## config.mk

```make
export PLATFORM = sky130hd
export DESIGN_NAME = fpa_top
export DESIGN_NICKNAME = d
export VERILOG_FILES = /design/src/rtl/fpa_pkg.sv /design/src/rtl/fpa_bus_if.sv /design/src/rtl/fpa_apb_slave.sv /design/src/rtl/fpa_top.sv
export VERILOG_INCLUDE_DIRS = /design/src /design/src/rtl
export SDC_FILE = /design/constraint.sdc
export NUM_CORES = 1
export LEC_CHECK = 0
export BUFFER_PORTS_ARGS = -buffer_cell sky130_fd_sc_hd__buf_2
export CAP_MARGIN = 10
export CORE_ASPECT_RATIO = 1.4
export CORE_UTILIZATION = 38
export CTS_CLUSTER_SIZE = 25
export DETAILED_ROUTE_END_ITERATION = 10
export PLACE_DENSITY = 0.74
export SETUP_SLACK_MARGIN = 0.15
export SYNTH_ARGS = -nofsm -noshare
export SYNTH_HDL_FRONTEND = slang
export SYNTH_SLANG_ARGS = --single-unit
```

## constraint.sdc

```tcl
create_clock -name pclk -period 2 [get_ports pclk]
set_input_delay 0.4 -clock pclk [delete_from_list [all_inputs] [get_ports pclk]]
set_output_delay 0.4 -clock pclk [all_outputs]
set_load 0.03 [all_outputs]
```

## src/rtl/fpa_params.svh

```systemverilog
`ifndef FPA_PARAMS_SVH
`define FPA_PARAMS_SVH
// Contract
// RULE1 - address-high low byte gives address bits 23:16
// RULE2 - address-low sixteen bits give address bits 15:0
// RULE3 - both address registers read back last write
// RULE4 - address registers power up undefined, no reset
// RULE5 - upper 24 bits of high and key read zero
// RULE6 - key is 8-bit write-only, resets to zero
// RULE7 - key reads zero; each write strobes unlock

`define FPA_AW        12
`define FPA_DW        32
`define FPA_OFS_HI    12'h000
`define FPA_OFS_LO    12'h004
`define FPA_OFS_KEY   12'h008
`define FPA_HI_W      8
`define FPA_LO_W      16
`define FPA_KEY_W     8
`define FPA_TGT_W     24
`define FPA_KEY_RST   8'h00
`define FPA_ZERO32    32'h0000_0000

`endif

```

## src/rtl/fpa_pkg.sv

```systemverilog
package fpa_pkg;

    typedef enum logic {
        FPA_PH_IDLE,
        FPA_PH_ANSWER
    } fpa_phase_t;

endpackage : fpa_pkg

```

## src/rtl/fpa_bus_if.sv

```systemverilog
`include "fpa_params.svh"

interface fpa_bus_if;
    logic                 wr_en;
    logic [`FPA_AW-1:0]   addr;
    logic [`FPA_DW-1:0]   wdata;
    logic [`FPA_DW-1:0]   rdata;
    logic                 hit;

    modport slave (
        output wr_en,
        output addr,
        output wdata,
        input  rdata,
        input  hit
    );

    modport regs (
        input  wr_en,
        input  addr,
        input  wdata,
        output rdata,
        output hit
    );
endinterface : fpa_bus_if

```

## src/rtl/fpa_apb_slave.sv

```systemverilog
`include "fpa_params.svh"

module fpa_apb_slave
    import fpa_pkg::*;
(
    input  wire logic                 pclk,
    input  wire logic                 presetn,
    input  wire logic [`FPA_AW-1:0]   paddr,
    input  wire logic                 psel,
    input  wire logic                 penable,
    input  wire logic                 pwrite,
    input  wire logic [`FPA_DW-1:0]   pwdata,
    output logic      [`FPA_DW-1:0]   prdata,
    output logic                      pready,
    output logic                      pslverr,
    fpa_bus_if.slave                  bus
);

    fpa_phase_t           phase_q,   phase_d;
    logic [`FPA_DW-1:0]   prdata_q,  prdata_d;
    logic                 pready_q,  pready_d;
    logic                 pslverr_q, pslverr_d;
    logic                 access;

    // one wait state so read data can come from a flop
    assign access    = psel && penable;
    assign bus.addr  = paddr;
    assign bus.wdata = pwdata;
    assign bus.wr_en = access && pwrite && bus.hit
                       && (phase_q == FPA_PH_ANSWER);

    always_comb begin
        phase_d   = phase_q;
        prdata_d  = `FPA_ZERO32;
        pready_d  = 1'b0;
        pslverr_d = 1'b0;
        unique case (phase_q)
            FPA_PH_IDLE: begin
                if (access) begin
                    phase_d   = FPA_PH_ANSWER;
                    pready_d  = 1'b1;
                    pslverr_d = !bus.hit;
                    if (!pwrite && bus.hit) begin
                        prdata_d = bus.rdata;
                    end
                end
            end
            FPA_PH_ANSWER: begin
                phase_d = FPA_PH_IDLE;
            end
        endcase
    end

    always_ff @(posedge pclk or negedge presetn) begin
        if (!presetn) begin
            phase_q   <= FPA_PH_IDLE;
            prdata_q  <= `FPA_ZERO32;
            pready_q  <= 1'b0;
            pslverr_q <= 1'b0;
        end else begin
            phase_q   <= phase_d;
            prdata_q  <= prdata_d;
            pready_q  <= pready_d;
            pslverr_q <= pslverr_d;
        end
    end

    assign prdata  = prdata_q;
    assign pready  = pready_q;
    assign pslverr = pslverr_q;

endmodule : fpa_apb_slave

```

## src/rtl/fpa_top.sv

```systemverilog
// The APB slave port and the placing of the registers were decided locally.
`include "fpa_params.svh"

module fpa_top
    import fpa_pkg::*;
(
    input  wire logic                   pclk,
    input  wire logic                   presetn,
    input  wire logic [`FPA_AW-1:0]     paddr,
    input  wire logic                   psel,
    input  wire logic                   penable,
    input  wire logic                   pwrite,
    input  wire logic [`FPA_DW-1:0]     pwdata,
    output logic      [`FPA_DW-1:0]     prdata,
    output logic                        pready,
    output logic                        pslverr,
    output logic      [`FPA_TGT_W-1:0]  flash_target_address,
    output logic      [`FPA_KEY_W-1:0]  flash_unlock_key,
    output logic                        key_wr_strobe
);

    fpa_bus_if bus ();

    fpa_apb_slave u_slave (
        .pclk    (pclk),
        .presetn (presetn),
        .paddr   (paddr),
        .psel    (psel),
        .penable (penable),
        .pwrite  (pwrite),
        .pwdata  (pwdata),
        .prdata  (prdata),
        .pready  (pready),
        .pslverr (pslverr),
        .bus     (bus)
    );

    logic [`FPA_HI_W-1:0]   addr_hi_q,  addr_hi_d;
    logic [`FPA_LO_W-1:0]   addr_lo_q,  addr_lo_d;
    logic [`FPA_KEY_W-1:0]  key_q,      key_d;
    logic                   strobe_q,   strobe_d;
    logic                   sel_hi;
    logic                   sel_lo;
    logic                   sel_key;

    assign sel_hi  = (bus.addr == `FPA_OFS_HI);
    assign sel_lo  = (bus.addr == `FPA_OFS_LO);
    assign sel_key = (bus.addr == `FPA_OFS_KEY);
    assign bus.hit = sel_hi || sel_lo || sel_key;

    // read mux; unimplemented upper bits stay zero
    always_comb begin
        bus.rdata = `FPA_ZERO32;
        if (sel_hi) begin
            bus.rdata[`FPA_HI_W-1:0] = addr_hi_q; // RULE3 RULE5
        end else if (sel_lo) begin
            bus.rdata[`FPA_LO_W-1:0] = addr_lo_q; // RULE3
        end
        // key reads fall through as zero so the key cannot leak
    end // RULE7

    always_comb begin
        addr_hi_d = addr_hi_q;
        addr_lo_d = addr_lo_q;
        key_d     = key_q;
        strobe_d  = 1'b0;
        if (bus.wr_en && sel_hi) begin
            // upper write bits dropped
            addr_hi_d = bus.wdata[`FPA_HI_W-1:0]; // RULE5
        end
        if (bus.wr_en && sel_lo) begin
            addr_lo_d = bus.wdata[`FPA_LO_W-1:0]; // RULE3
        end
        if (bus.wr_en && sel_key) begin
            key_d    = bus.wdata[`FPA_KEY_W-1:0]; // RULE6
            strobe_d = 1'b1; // RULE7
        end
    end

    // no reset on purpose: software must load the address first
    always_ff @(posedge pclk) begin
        addr_hi_q <= addr_hi_d; // RULE4
        addr_lo_q <= addr_lo_d; // RULE4
    end

    always_ff @(posedge pclk or negedge presetn) begin
        if (!presetn) begin
            key_q    <= `FPA_KEY_RST; // RULE6
            strobe_q <= 1'b0;
        end else begin
            key_q    <= key_d;
            strobe_q <= strobe_d;
        end
    end

    assign flash_target_address = {addr_hi_q, addr_lo_q}; // RULE1 RULE2
    assign flash_unlock_key     = key_q;
    assign key_wr_strobe        = strobe_q;

    logic wr_hi;
    logic wr_lo;
    logic wr_key;
    logic rd_ok;
    assign wr_hi  = bus.wr_en && sel_hi;
    assign wr_lo  = bus.wr_en && sel_lo;
    assign wr_key = bus.wr_en && sel_key;
    assign rd_ok  = psel && penable && !pwrite && !pready;

    // address flops carry no reset, so hold checks wait for a first load
    logic hi_loaded_q, hi_loaded_d;
    logic lo_loaded_q, lo_loaded_d;

    always_comb begin
        hi_loaded_d = hi_loaded_q || wr_hi;
        lo_loaded_d = lo_loaded_q || wr_lo;
    end

    always_ff @(posedge pclk or negedge presetn) begin
        if (!presetn) begin
            hi_loaded_q <= 1'b0;
            lo_loaded_q <= 1'b0;
        end else begin
            hi_loaded_q <= hi_loaded_d;
            lo_loaded_q <= lo_loaded_d;
        end
    end
endmodule : fpa_top

```

[Yosys cells after proc, flatten, opt, wreduce, memory -nomap -nowiden]
Index checks and enable logic that the tools add are counted.
Word-level totals
  flip-flop bits (word level): 68
  input bits: 49
  output and inout bits: 67
  word-level logic and storage cells: 36
Cells by class
  equal/unequal tests: 2
  muxes and demuxes: 12
  bitwise operators: 1
  reductions and logical operators: 13
Operators by type and width (number)
  two-way mux 32 bit: 2
  two-way mux 16 bit: 2
  two-way mux 8 bit: 2
  equality test 12 x 3 -> 1 bit, second input constant: 1
  equality test 12 x 4 -> 1 bit, second input constant: 1
  zero test 12 bit: 1
  logical AND 1 bit: 8
  two-way mux 1 bit: 5
  zero test 1 bit: 2
  logical OR 1 bit: 2
  one-hot mux 1 bit (2 select lines): 1
  NOT 1 bit: 1

[Longest topological paths before layout]
Gate-level depths: netlist (run 1).
  word-level depth: 7
  mapped depth: 4
  depth with buffers taken out: 3

[Modules after synthesis]
From an unflattened synthesis (run 1), not the netlist that was laid out.
Unflattened totals
  cells, all modules: 205
  area total of the unflattened synthesis: 2824.0 µm²
By module, submodules not included
  fpa_apb_slave: times used 1, cells each 124, area each 1466.4 µm², sequential area each 850.8 µm²
  fpa_top: times used 1, cells each 81, area each 1357.6 µm², sequential area each 945.9 µm²

[Least setup slack after synthesis (run 1)]
No wires, ideal clock.
  kind: input port to flip-flop
  start point: input paddr[7]
  end point: register addr_lo_q[0] (enable)
  setup time: 0.409 ns
  arrival: 2.038 ns
  data required time: 1.591 ns
  setup slack: -0.447 ns
  stages: 3
  buffers on the path: 0
  path through: nor4_4 -> nand2_1 -> nor3_1
Between the ends
  word-level cells in the longest chain between the ends: 6
  elaborated cells between the ends (all ways): 8
  classes of those cells: eq/ne: 2; reduce/logical: 6
RTL lines
  from (decl): line fpa_top.sv:9  | input wire logic [`FPA_AW-1:0] paddr,
  equality test 12 x 3 -> 1 bit (no source line) or zero test 12 bit (tied branches)
  logical OR 1 bit (2 in a row): line fpa_top.sv:49  | assign bus.hit = sel_hi || sel_lo || sel_key;
  logical AND 1 bit: line fpa_apb_slave.sv:29  | assign bus.wr_en = access && pwrite && bus.hit
  logical AND 1 bit: line fpa_apb_slave.sv:30  | && (phase_q == FPA_PH_ANSWER);
  logical AND 1 bit (*)
  to (signal assigned): line fpa_top.sv:83  | addr_lo_q <= addr_lo_d;
  to (decl): line fpa_top.sv:39  | logic [`FPA_LO_W-1:0] addr_lo_q, addr_lo_d;
Mark *: on every way between the ends. The rest lies on a longest branch, timed or not.
A chain may end at the register's enable or synchronous reset.

[Worst setup path after layout (run 1)]
  start point: input paddr[11]
  end point: register addr_hi_q[5] (enable)
Between the ends
  word-level cells in the longest chain between the ends: 6
  elaborated cells between the ends (all ways): 8
  classes of those cells: eq/ne: 2; reduce/logical: 6
RTL lines
  equality test 12 x 3 -> 1 bit (no source line) or zero test 12 bit (tied branches)
  logical OR 1 bit (2 in a row): line fpa_top.sv:49
  logical AND 1 bit: line fpa_apb_slave.sv:29
  logical AND 1 bit: line fpa_apb_slave.sv:30
  logical AND 1 bit (*)
  to (signal assigned): line fpa_top.sv:82  | addr_hi_q <= addr_hi_d;
  to (decl): line fpa_top.sv:38  | logic [`FPA_HI_W-1:0] addr_hi_q, addr_hi_d;
Marked as above.

==> results of run 1 <==
## cells in the mapped netlist, drive strengths merged
cell,instances
or3,1
mux2,8
nor4,3
buf,18
nor2,8
dfrtp,27
nand4,2
a311oi,1
nor3,2
nand2,3
nor4bb,1
edfxtp,24
conb,1
mux2i,8
and2,8
nor4b,3
a211oi,1
and4,3
## sequential cells by signal, indices dropped and copies added, names as in the netlist
signal            count
key_wr_strobe         1
addr_lo_q            16
u_slave.phase_q       1
u_slave.pslverr       1
u_slave.prdata       16
addr_hi_q             8
flash_unlock_key      8
## routing by layer
metal	routed length [microns]	global-route usage [%]
met5	0	0
met3	237	4.08
met2	2090	26.5
met1	1350	14.6
met4	73	8.88
## cell type report
cell class,count,area [sq um],share of cell area (%)
Clock buffer,7,76.3,2.98
Clock inverter,1,30.0,1.17
Multi-Input combinational cell,68,504,19.7
Sequential cell,51,1400,54.4
Tap cell,64,80.1,3.12
Timing Repair Buffer,88,478,18.6
## logic make-up after synthesis
| group | after synthesis | share of synthesized area [%] |
|---|---|---|
| AOI/OAI and AO/OA | 2 | 0.834 |
| buffers and inverters | 18 | 6.80 |
| DFF | 51 | 71.6 |
| muxes | 16 | 8.72 |
| other | 1 | 0.192 |
| and+or+nand+nor | 34 | 11.9 |
## worst max path at each step
stage / from / end / slack [ns] / cells past startpoint
global placement: paddr[11] / addr_hi_q[7] / 0.10 / 5
global route: u_slave.phase_q / u_slave.prdata[6] / 0.19 / 3
detailed placement: paddr[11] / addr_hi_q[4] / 0.1 / 5
floorplan: paddr[11] / addr_lo_q[0] / 0.18 / 3
CTS: paddr[11] / addr_hi_q[6] / 0.42 / 5
finish: paddr[11] / addr_hi_q[5] / 0.41 / 5
## power by group through the flow
stage	clock network [mW]	registers [mW]	logic [mW]
floorplan	0	1.13	0.0845
global placement	0	1.12	0.125
detailed placement	0	1.12	0.128
CTS	0.704	1.10	0.128
global route	0.739	1.10	0.137
finish	0.683	1.10	0.126
## worst max-delay path: stages
cell and delay [ns]:
sky130_fd_sc_hd__buf_2 0.11, sky130_fd_sc_hd__nor4_4 0.37, sky130_fd_sc_hd__nand2_1 0.22, sky130_fd_sc_hd__nor4_4 0.29, sky130_fd_sc_hd__buf_4 0.21
==> impl_metrics.toml, run 1 <==
[route]
dr_drc_count = 0
route.detailed.vias_per_inst = 4.48
first_pass_iters = 4
detailroute.via_count = 1250
drt-initial-drc-count = 43
avgRoutedWirePerCell_microns = 13.4
antenna_violating_nets_post_route = 0
route.final.wire_length_mm = 3.75

[power]
pnr_total_power_mw = 1.91
switching_share_pct = 20.9
peakVddDrop_uv = 433
net-switching-power_uw = 400
cellLeakagePower_nw = 1.29
p_comb_share_pct = 6.6
p_per_area_nw_per_um2 = 745
power.internal_mw = 1.51
clock_power_share_pct = 35.7
seq_power_share_pct = 57.6

[critical_path]
critical_path.max_fanout = 8
required_ns = 2.01
worst_ep_arrival_time_ns = 1.60
cp-start-kind = "input port"
rr_endpoint = "u_slave.prdata[6]"
worst_r2r_path_depth = 3
cp-end-kind = "flip-flop"
worstReg2RegStart = "u_slave.phase_q"
r2r_slack_ns = 0.42
timing.setup.critical_path_class = "input port to flip-flop"

[finish]
most_common_library_cell_in_the_layout_ignoring_fill_and_taps = "sky130_fd_sc_hd__buf_2"
flow.area_growth_from_synthesis_pct = 31.5
final-instance-count-excl-fill = 279
nNetsFinal = 263
post_route_cells_drive_above_1_share_pct = 45.6
nFillCells = 450
layout_common_cells = "sky130_fd_sc_hd__buf_2 (83), sky130_fd_sc_hd__dfrtp_1 (27), sky130_fd_sc_hd__edfxtp_1 (24)"
final_cell_area_sq_um = 2560
post-route-util_pct = 52.6
diodes = 0

[clocking]
resized_after_cts = 0
cts.path.max_buffers = 2
cts_post_setup_buffers_inserted = 0
cts_num_sinks = 51
cts_htree_levels = 2
postCtsHoldBufs = 0
numCtsBuffers = 5
clk_root_buffer_cell = "sky130_fd_sc_hd__clkbuf_8"
clk_pin_slew_worst_paths_ns = 0.08
tritoncts = "done"
insertion_delay_ns = 0.29

[global_route]
overflow = 0
grt_start_max_net_pins = 28
global_route.usage.total_pct = 14.5
grt_first_pass_wirelength_mm = 5.81
number_of_global_route_vias_before_repair = 1224
grt_antenna_before_repair = 0

[sta]
max_slew_margin_pct = 60.4
final_critical_path_time_including_i_o_delays_and_setup_ns = 1.59
post-route-worst-setup-slack_ns = 0.406
timing.hold.ws_ns = 0.101
setup_total_negative_slack_ns = 0
slew_viol_final = 0
final-hold-violation-count = 0
worst-slew-pin-transition_ns = 0.594
max_freq_ghz = 0.627
clock_skew_ns = 0.00224
rsz_0062_raised_after_global_routing = "no"
final_min_period_over_clock_period_pct = 79.7
report.final.setup_viol = 0

[synth]
netlist.area_leader.share_pct = 36.9
synthesis.instances = 122
syn_area_sq_um = 1950
ys_seq_area_share_pct = 71.6
netlist-cell-type-count = 20
synthesis.yosys.warnings = 0
syn_area_per_cell_sq_um = 16.0
synth_top_cells_by_area = "sky130_fd_sc_hd__edfxtp_1 (37%), sky130_fd_sc_hd__dfrtp_1 (35%), sky130_fd_sc_hd__buf_4 (6.5%)"
synth_top_cell_by_area = "sky130_fd_sc_hd__edfxtp_1"
synth_seq_cells = 51

[die]
die_height_microns = 86.8
die_area_sq_um = 5430
coreArea_sq_um = 4880
initial_core_util_pct = 40.0
floorplan.rows = 30
count_of_boundary_i_o_pins = 116
die_w_microns = 62.6

[place]
place.gp.congestion = 0.788
place.detailed.instances = 271
dp.final_hpwl_mm = 2.94
placement.io_buffers = 83
placed_cell_areas_sq_um = 2460
place_ws_ns = 0.0994

[outcome]
outcome = "completed"

[job]
cap_viol_max_count = 0

[hold_path]
worst_hold_class = "input port to asynchronous set/reset pin"
(Power assumes the default switching activity.)
==> run 2, diff against run 1 <==
--- a/config.mk
+++ b/config.mk
@@ -9,10 +9,10 @@
 export BUFFER_PORTS_ARGS = -buffer_cell sky130_fd_sc_hd__buf_2
 export CAP_MARGIN = 10
 export CORE_ASPECT_RATIO = 1.4
-export CORE_UTILIZATION = 38
+export CORE_UTILIZATION = 43
 export CTS_CLUSTER_SIZE = 25
 export DETAILED_ROUTE_END_ITERATION = 10
-export PLACE_DENSITY = 0.74
+export PLACE_DENSITY = 0.79
 export SETUP_SLACK_MARGIN = 0.15
 export SYNTH_ARGS = -nofsm -noshare
 export SYNTH_HDL_FRONTEND = slang
==> constraint.sdc (replaced) <==
create_clock -name pclk -period 1.5 [get_ports pclk]
set_input_delay 0.3 -clock pclk [delete_from_list [all_inputs] [get_ports pclk]]
set_output_delay 0.3 -clock pclk [all_outputs]
set_load 0.03 [all_outputs]
==> run 2 against run 1 <==
Effect of this change: critical endpoint is now flash_unlock_key[3]; clock power up 17%; wire length grew 6.0%; via count is 6.2% higher; largest cell class unchanged; largest power group unchanged; global-route usage rose by 1.5 points; sequential share of layout area down 3.5 points; hold slack got worse by 0.11 ns; first-iteration DRC count is 21% lower; critical path depth fell by 1; total power up 29%; the run now ends with negative hold slack left; clock-buffer cell count unchanged.
==> impl_metrics.toml, run 2 (synthesized netlist as in run 1, its figures left out) <==
[finish]
post_route_cells_drive_above_1_share_pct = 58.7
multi_input_area_sq_um = 581
nFillCells = 332
final-instance-count-excl-fill = 290
most_common_library_cell_in_the_layout_ignoring_fill_and_taps = "sky130_fd_sc_hd__buf_2"
diodes = 0
flow.area_growth_from_synthesis_pct = 40.7
regArea_sq_um = 1400
layout_common_cells = "sky130_fd_sc_hd__buf_2 (82), sky130_fd_sc_hd__dfrtp_1 (26), sky130_fd_sc_hd__edfxtp_1 (24)"
nNetsFinal = 278
final_cell_area_sq_um = 2750

[sta]
post-route-worst-setup-slack_ns = 0.0951
worst-slew-pin-transition_ns = 0.585
timing.hold.ws_ns = -0.0107
setup_total_negative_slack_ns = 0
final_critical_path_time_including_i_o_delays_and_setup_ns = 1.40
final-hold-violation-count = 15
max_slew_margin_pct = 61.0
report.final.setup_viol = 0
rsz_0062_raised_after_global_routing = "yes"
final_min_period_over_clock_period_pct = 93.7
clock_skew_ns = 0.00628
slew_viol_final = 0
max_freq_ghz = 0.712

[route]
dr_drc_count = 0
route.final.wire_length_mm = 3.97
met3WireLength_microns = 222
avgRoutedWirePerCell_microns = 13.7
first_pass_iters = 4
met1_length_mm = 1.41
detailroute.via_count = 1328
antenna_violating_nets_post_route = 0
route.detailed.vias_per_inst = 4.58
dr_wl_met2_mm = 2.24
drt-initial-drc-count = 34
routed.top_layer = "met4"

[clocking]
cts_num_sinks = 51
numCtsBuffers = 5
cts.path.max_buffers = 2
tritoncts = "done"
insertion_delay_ns = 0.30
clk_root_buffer_cell = "sky130_fd_sc_hd__clkbuf_8"
cts_htree_levels = 2
postCtsHoldBufs = 0
clk_pin_slew_worst_paths_ns = 0.09

[hold_path]
worst_hold_class = "input port to asynchronous set/reset pin"

[critical_path]
critical_path.max_fanout = 9
required_ns = 1.69
cp-start-kind = "flip-flop"
cp-end-kind = "flip-flop"
timing.setup.critical_path_class = "flip-flop to flip-flop"
worst_ep_arrival_time_ns = 1.59

[die]
die_area_sq_um = 4810
floorplan.rows = 28
die_w_microns = 58.9
die_height_microns = 81.7
initial_core_util_pct = 45.6
coreArea_sq_um = 4270
count_of_boundary_i_o_pins = 116

[global_route]
grt_first_pass_wirelength_mm = 5.50
overflow = 0
grt_start_max_net_pins = 28
number_of_global_route_vias_before_repair = 1198
grt_antenna_before_repair = 0
global_route.usage.total_pct = 16.1

[power]
peakVddDrop_uv = 661
cellLeakagePower_nw = 1.37
p_per_area_nw_per_um2 = 897

[job]
cap_viol_max_count = 0

[place]
place_ws_ns = -0.259
place.gp.congestion = 0.832
placed_cell_areas_sq_um = 2550
dp.final_hpwl_mm = 3.02
placement.io_buffers = 83
place.detailed.instances = 275

[outcome]
outcome = "finished with violations"
violations_in_the_final_reports = "negative hold slack"
## run 2: cell types whose count changed in the layout (fill, tap and decap cells not counted), moves of 2 or more
| cell | previous run | this run |
|---|---|---|
| sky130_fd_sc_hd__and2_4 | 0 | 4 |
| sky130_fd_sc_hd__mux2_1 | 8 | 0 |
| sky130_fd_sc_hd__and4_4 | 0 | 2 |
| sky130_fd_sc_hd__nor2_1 | 8 | 5 |
| sky130_fd_sc_hd__and4_1 | 3 | 1 |
| sky130_fd_sc_hd__buf_4 | 3 | 18 |
| sky130_fd_sc_hd__and2_1 | 8 | 4 |
| sky130_fd_sc_hd__mux2_4 | 0 | 8 |
| sky130_fd_sc_hd__nor2_2 | 0 | 3 |
## run 2: per-stage QoR
| step | hold WS [ns] | utilization, % | power (mW) |
|---|---|---|---|
| after floorplan | 0.00441 | - | 1.62 |
| after global placement | 0.331 | 59.6 | 1.67 |
| after detailed placement | 0.345 | 59.6 | 1.68 |
| after CTS | 0.0173 | 62.8 | 2.47 |
| after global routing | 0.0382 | 64.2 | 2.55 |
| final | -0.0107 | 64.2 | 2.46 |
## run 2: worst max-delay path: stages, from the launching register on
cell                      delay, ns
sky130_fd_sc_hd__dfrtp_2       0.41
sky130_fd_sc_hd__and4_1        0.21
sky130_fd_sc_hd__and4_4        0.24
sky130_fd_sc_hd__buf_12        0.14
sky130_fd_sc_hd__mux2_4        0.30
## run 2: path summary, 6_finish.rpt
check	startpoint	to	slack [ns]	depth (start not counted)
max	u_slave.phase_q	flash_unlock_key[3]	0.1	4
min	presetn	u_slave.prdata[3]	-0.01	1
max reg2reg	u_slave.phase_q	flash_unlock_key[3]	0.1	4
min reg2reg	addr_lo_q[15]	u_slave.prdata[15]	0.49	1
max in group asynchronous	presetn	u_slave.phase_q	1.10	1
min in group pclk	pwdata[9]	addr_lo_q[9]	0.17	1
## run 2: what timing repair did
| action | CTS | global route |
|---|---|---|
| gates resized for setup | 3 | 13 |
| setup buffers | 5 | 2 |
| endpoints found under the setup margin | 43 | 49 |
| pin swaps | 5 | 11 |
## run 2: report_power, final
part | internal (mW) | switching (mW) | leakage, nW
clock network | 0.378 | 0.424 | 0.0484
logic | 0.0647 | 0.127 | 0.734
registers | 1.47 | 0.00228 | 0.590
total | 1.91 | 0.553 | 1.37
## run 2: metal layers
metal	global-route usage, %	vias to the layer above
li1	-	620
met1	17.2	641
met2	29.0	58
met3	4.25	9
met4	7.62	0
met5	0	-
## run 2: cell type report
type	count	share of cell area, %
Multi-Input combinational cell	68	21.1
Tap cell	60	2.73
Clock inverter	1	0.319
Sequential cell	51	50.9
Clock buffer	7	3.14
Timing Repair Buffer	103	21.7
==> run 3, diff against run 2 <==
--- a/config.mk
+++ b/config.mk
@@ -8,7 +8,7 @@
 export LEC_CHECK = 0
 export BUFFER_PORTS_ARGS = -buffer_cell sky130_fd_sc_hd__buf_2
 export CAP_MARGIN = 10
-export CORE_ASPECT_RATIO = 1.4
+export CORE_ASPECT_RATIO = 1.75
 export CORE_UTILIZATION = 43
 export CTS_CLUSTER_SIZE = 25
 export DETAILED_ROUTE_END_ITERATION = 10
==> run 3 against run 2 <==
Effect of this change: the run still ends with negative hold slack left; hold slack improved by 0.0029 ns; critical path type unchanged; total power rose by 14%; sequential power barely moved; first-iteration DRC count fell by 59%; cell count fell by 4.5%; non-clock buffer count fell by 4; utilization fell by 0.87 points; combinational power barely moved; via count rose by 0.75%; maximum frequency fell by 2.1%; sequential share of layout area fell by 0.37 points; wire length rose by 6.0%.
==> impl_metrics.toml, run 3 (synthesized netlist as in run 1, its figures left out) <==
[outcome]
outcome = "finished with violations"
violations_in_the_final_reports = "negative hold slack"

[finish]
final-instance-count-excl-fill = 277
diodes = 0
post_route_cells_drive_above_1_share_pct = 56.6
nNetsFinal = 274
final_cell_area_sq_um = 2770
most_common_library_cell_in_the_layout_ignoring_fill_and_taps = "sky130_fd_sc_hd__buf_2"
flow.area_growth_from_synthesis_pct = 41.8
layout_common_cells = "sky130_fd_sc_hd__buf_2 (83), sky130_fd_sc_hd__dfrtp_1 (26), sky130_fd_sc_hd__edfxtp_1 (24)"

[critical_path]
cp-end-kind = "flip-flop"
worst_ep_arrival_time_ns = 1.63
critical_path.max_fanout = 4
cp-start-kind = "flip-flop"
timing.setup.critical_path_class = "flip-flop to flip-flop"
crit_start = "u_slave.phase_q"
rr_endpoint = "flash_unlock_key[1]"
worst_r2r_path_depth = 4
required_ns = 1.69
r2r_slack_ns = 0.06
worstReg2RegStart = "u_slave.phase_q"
crit_path_end = "flash_unlock_key[1]"

[route]
antenna_violating_nets_post_route = 0
avgRoutedWirePerCell_microns = 15.2
drt-initial-drc-count = 14
dr_drc_count = 0
route.detailed.vias_per_inst = 4.83
detailroute.via_count = 1338
first_pass_iters = 4
route.final.wire_length_mm = 4.21

[global_route]
number_of_global_route_vias_before_repair = 1354
grt_first_pass_wirelength_mm = 6.18
global_route.usage.total_pct = 18.4
overflow = 0
grt_antenna_before_repair = 0
grt_start_max_net_pins = 28

[sta]
report.final.setup_viol = 0
clock_skew_ns = 0.00461
final_critical_path_time_including_i_o_delays_and_setup_ns = 1.44
max_slew_margin_pct = 58.8
rsz_0062_raised_after_global_routing = "yes"
max_freq_ghz = 0.697
final_min_period_over_clock_period_pct = 95.7
post-route-worst-setup-slack_ns = 0.0645
timing.hold.ws_ns = -0.00782
worst-slew-pin-transition_ns = 0.619
final-hold-violation-count = 5
slew_viol_final = 0

[die]
die_w_microns = 52.9
die_height_microns = 91.1
count_of_boundary_i_o_pins = 116
die_area_sq_um = 4820
initial_core_util_pct = 44.7
coreArea_sq_um = 4360
floorplan.rows = 32

[power]
pnr_total_power_mw = 2.80
p_per_area_nw_per_um2 = 1010
peakVddDrop_uv = 1090
cellLeakagePower_nw = 1.38

[clocking]
cts_htree_levels = 2
cts_num_sinks = 51
insertion_delay_ns = 0.30
numCtsBuffers = 5
clk_pin_slew_worst_paths_ns = 0.09
postCtsHoldBufs = 0
tritoncts = "done"
clk_root_buffer_cell = "sky130_fd_sc_hd__clkbuf_8"
cts.path.max_buffers = 2

[job]
cap_viol_max_count = 0

[place]
placed_cell_areas_sq_um = 2540
dp.final_hpwl_mm = 3.02
place.detailed.instances = 265
placement.io_buffers = 83
place.gp.congestion = 0.704
place_ws_ns = -0.229

[hold_path]
worst_hold_class = "input port to asynchronous set/reset pin"
## run 3: changes by cell type in the layout (fill, tap and decap cells not counted), sizes merged
| cell | delta |
|---|---|
| clkinv | -1 |
| bufinv | +2 |
| clkbuf | -1 |
| inv | +1 |
| buf | -5 |
## run 3: power breakdown
group          internal [mW]  leakage, nW  switching [mW]  total, mW
combinational         0.0636        0.715           0.126      0.190
sequential              1.47        0.590         0.00257       1.47
clock                  0.677       0.0703           0.461       1.14
## run 3: area by class of cell
| cell class | count | area, sq um |
|---|---|---|
| Multi-Input combinational cell | 68 | 566 |
| Clock inverter | 3 | 71.3 |
| Clock buffer | 5 | 68.8 |
| Timing Repair Buffer | 99 | 598 |
| Fill cell | 329 | 1600 |
| Sequential cell | 51 | 1400 |
| Tap cell | 51 | 63.8 |
## run 3: worst min-delay path by stage
| stage | startpoint | to | slack, ns | cells after the start |
|---|---|---|---|---|
| CTS | presetn | flash_unlock_key[2] | 0.03 | 1 |
| global placement | presetn | flash_unlock_key[2] | 0.36 | 1 |
| floorplan | presetn | flash_unlock_key[0] | 0.004 | 0 |
| finish | presetn | flash_unlock_key[2] | -0.008 | 1 |
| global route | presetn | flash_unlock_key[2] | 0.05 | 1 |
| detailed placement | presetn | flash_unlock_key[2] | 0.37 | 1 |
## run 3: critical path, stage by stage, from the launching register on
cell and delay (ns):
sky130_fd_sc_hd__dfrtp_2 0.42, sky130_fd_sc_hd__and4_1 0.19, sky130_fd_sc_hd__and4_4 0.27, sky130_fd_sc_hd__clkbuf_16 0.16
sky130_fd_sc_hd__mux2_4 0.29
## run 3: through the flow
| stage | util, % | TNS, ns |
|---|---|---|
| floorplan | - | -3.12 |
| global placement | 58.2 | -6.94 |
| detailed placement | 58.2 | -6.74 |
| CTS | 61.7 | 0 |
| global route | 63.4 | 0 |
| finish | 63.4 | 0 |
## run 3: metal layers
metal / wire length (microns) / vias up / track usage, %
met1: 1460 / 641 / 18.9
met4: 69 / 0 / 7.46
li1: - / 615 / -
met2: 2410 / 74 / 33.4
met5: 0 / - / 0
met3: 275 / 8 / 4.36
## run 3: repair_timing
action                                  in CTS  in global routing
setup buffers                                1                  2
cloned                                       0                  1
gates resized for setup                      2                  8
endpoints found under the setup margin      41                 47
pin swaps                                    0                  7
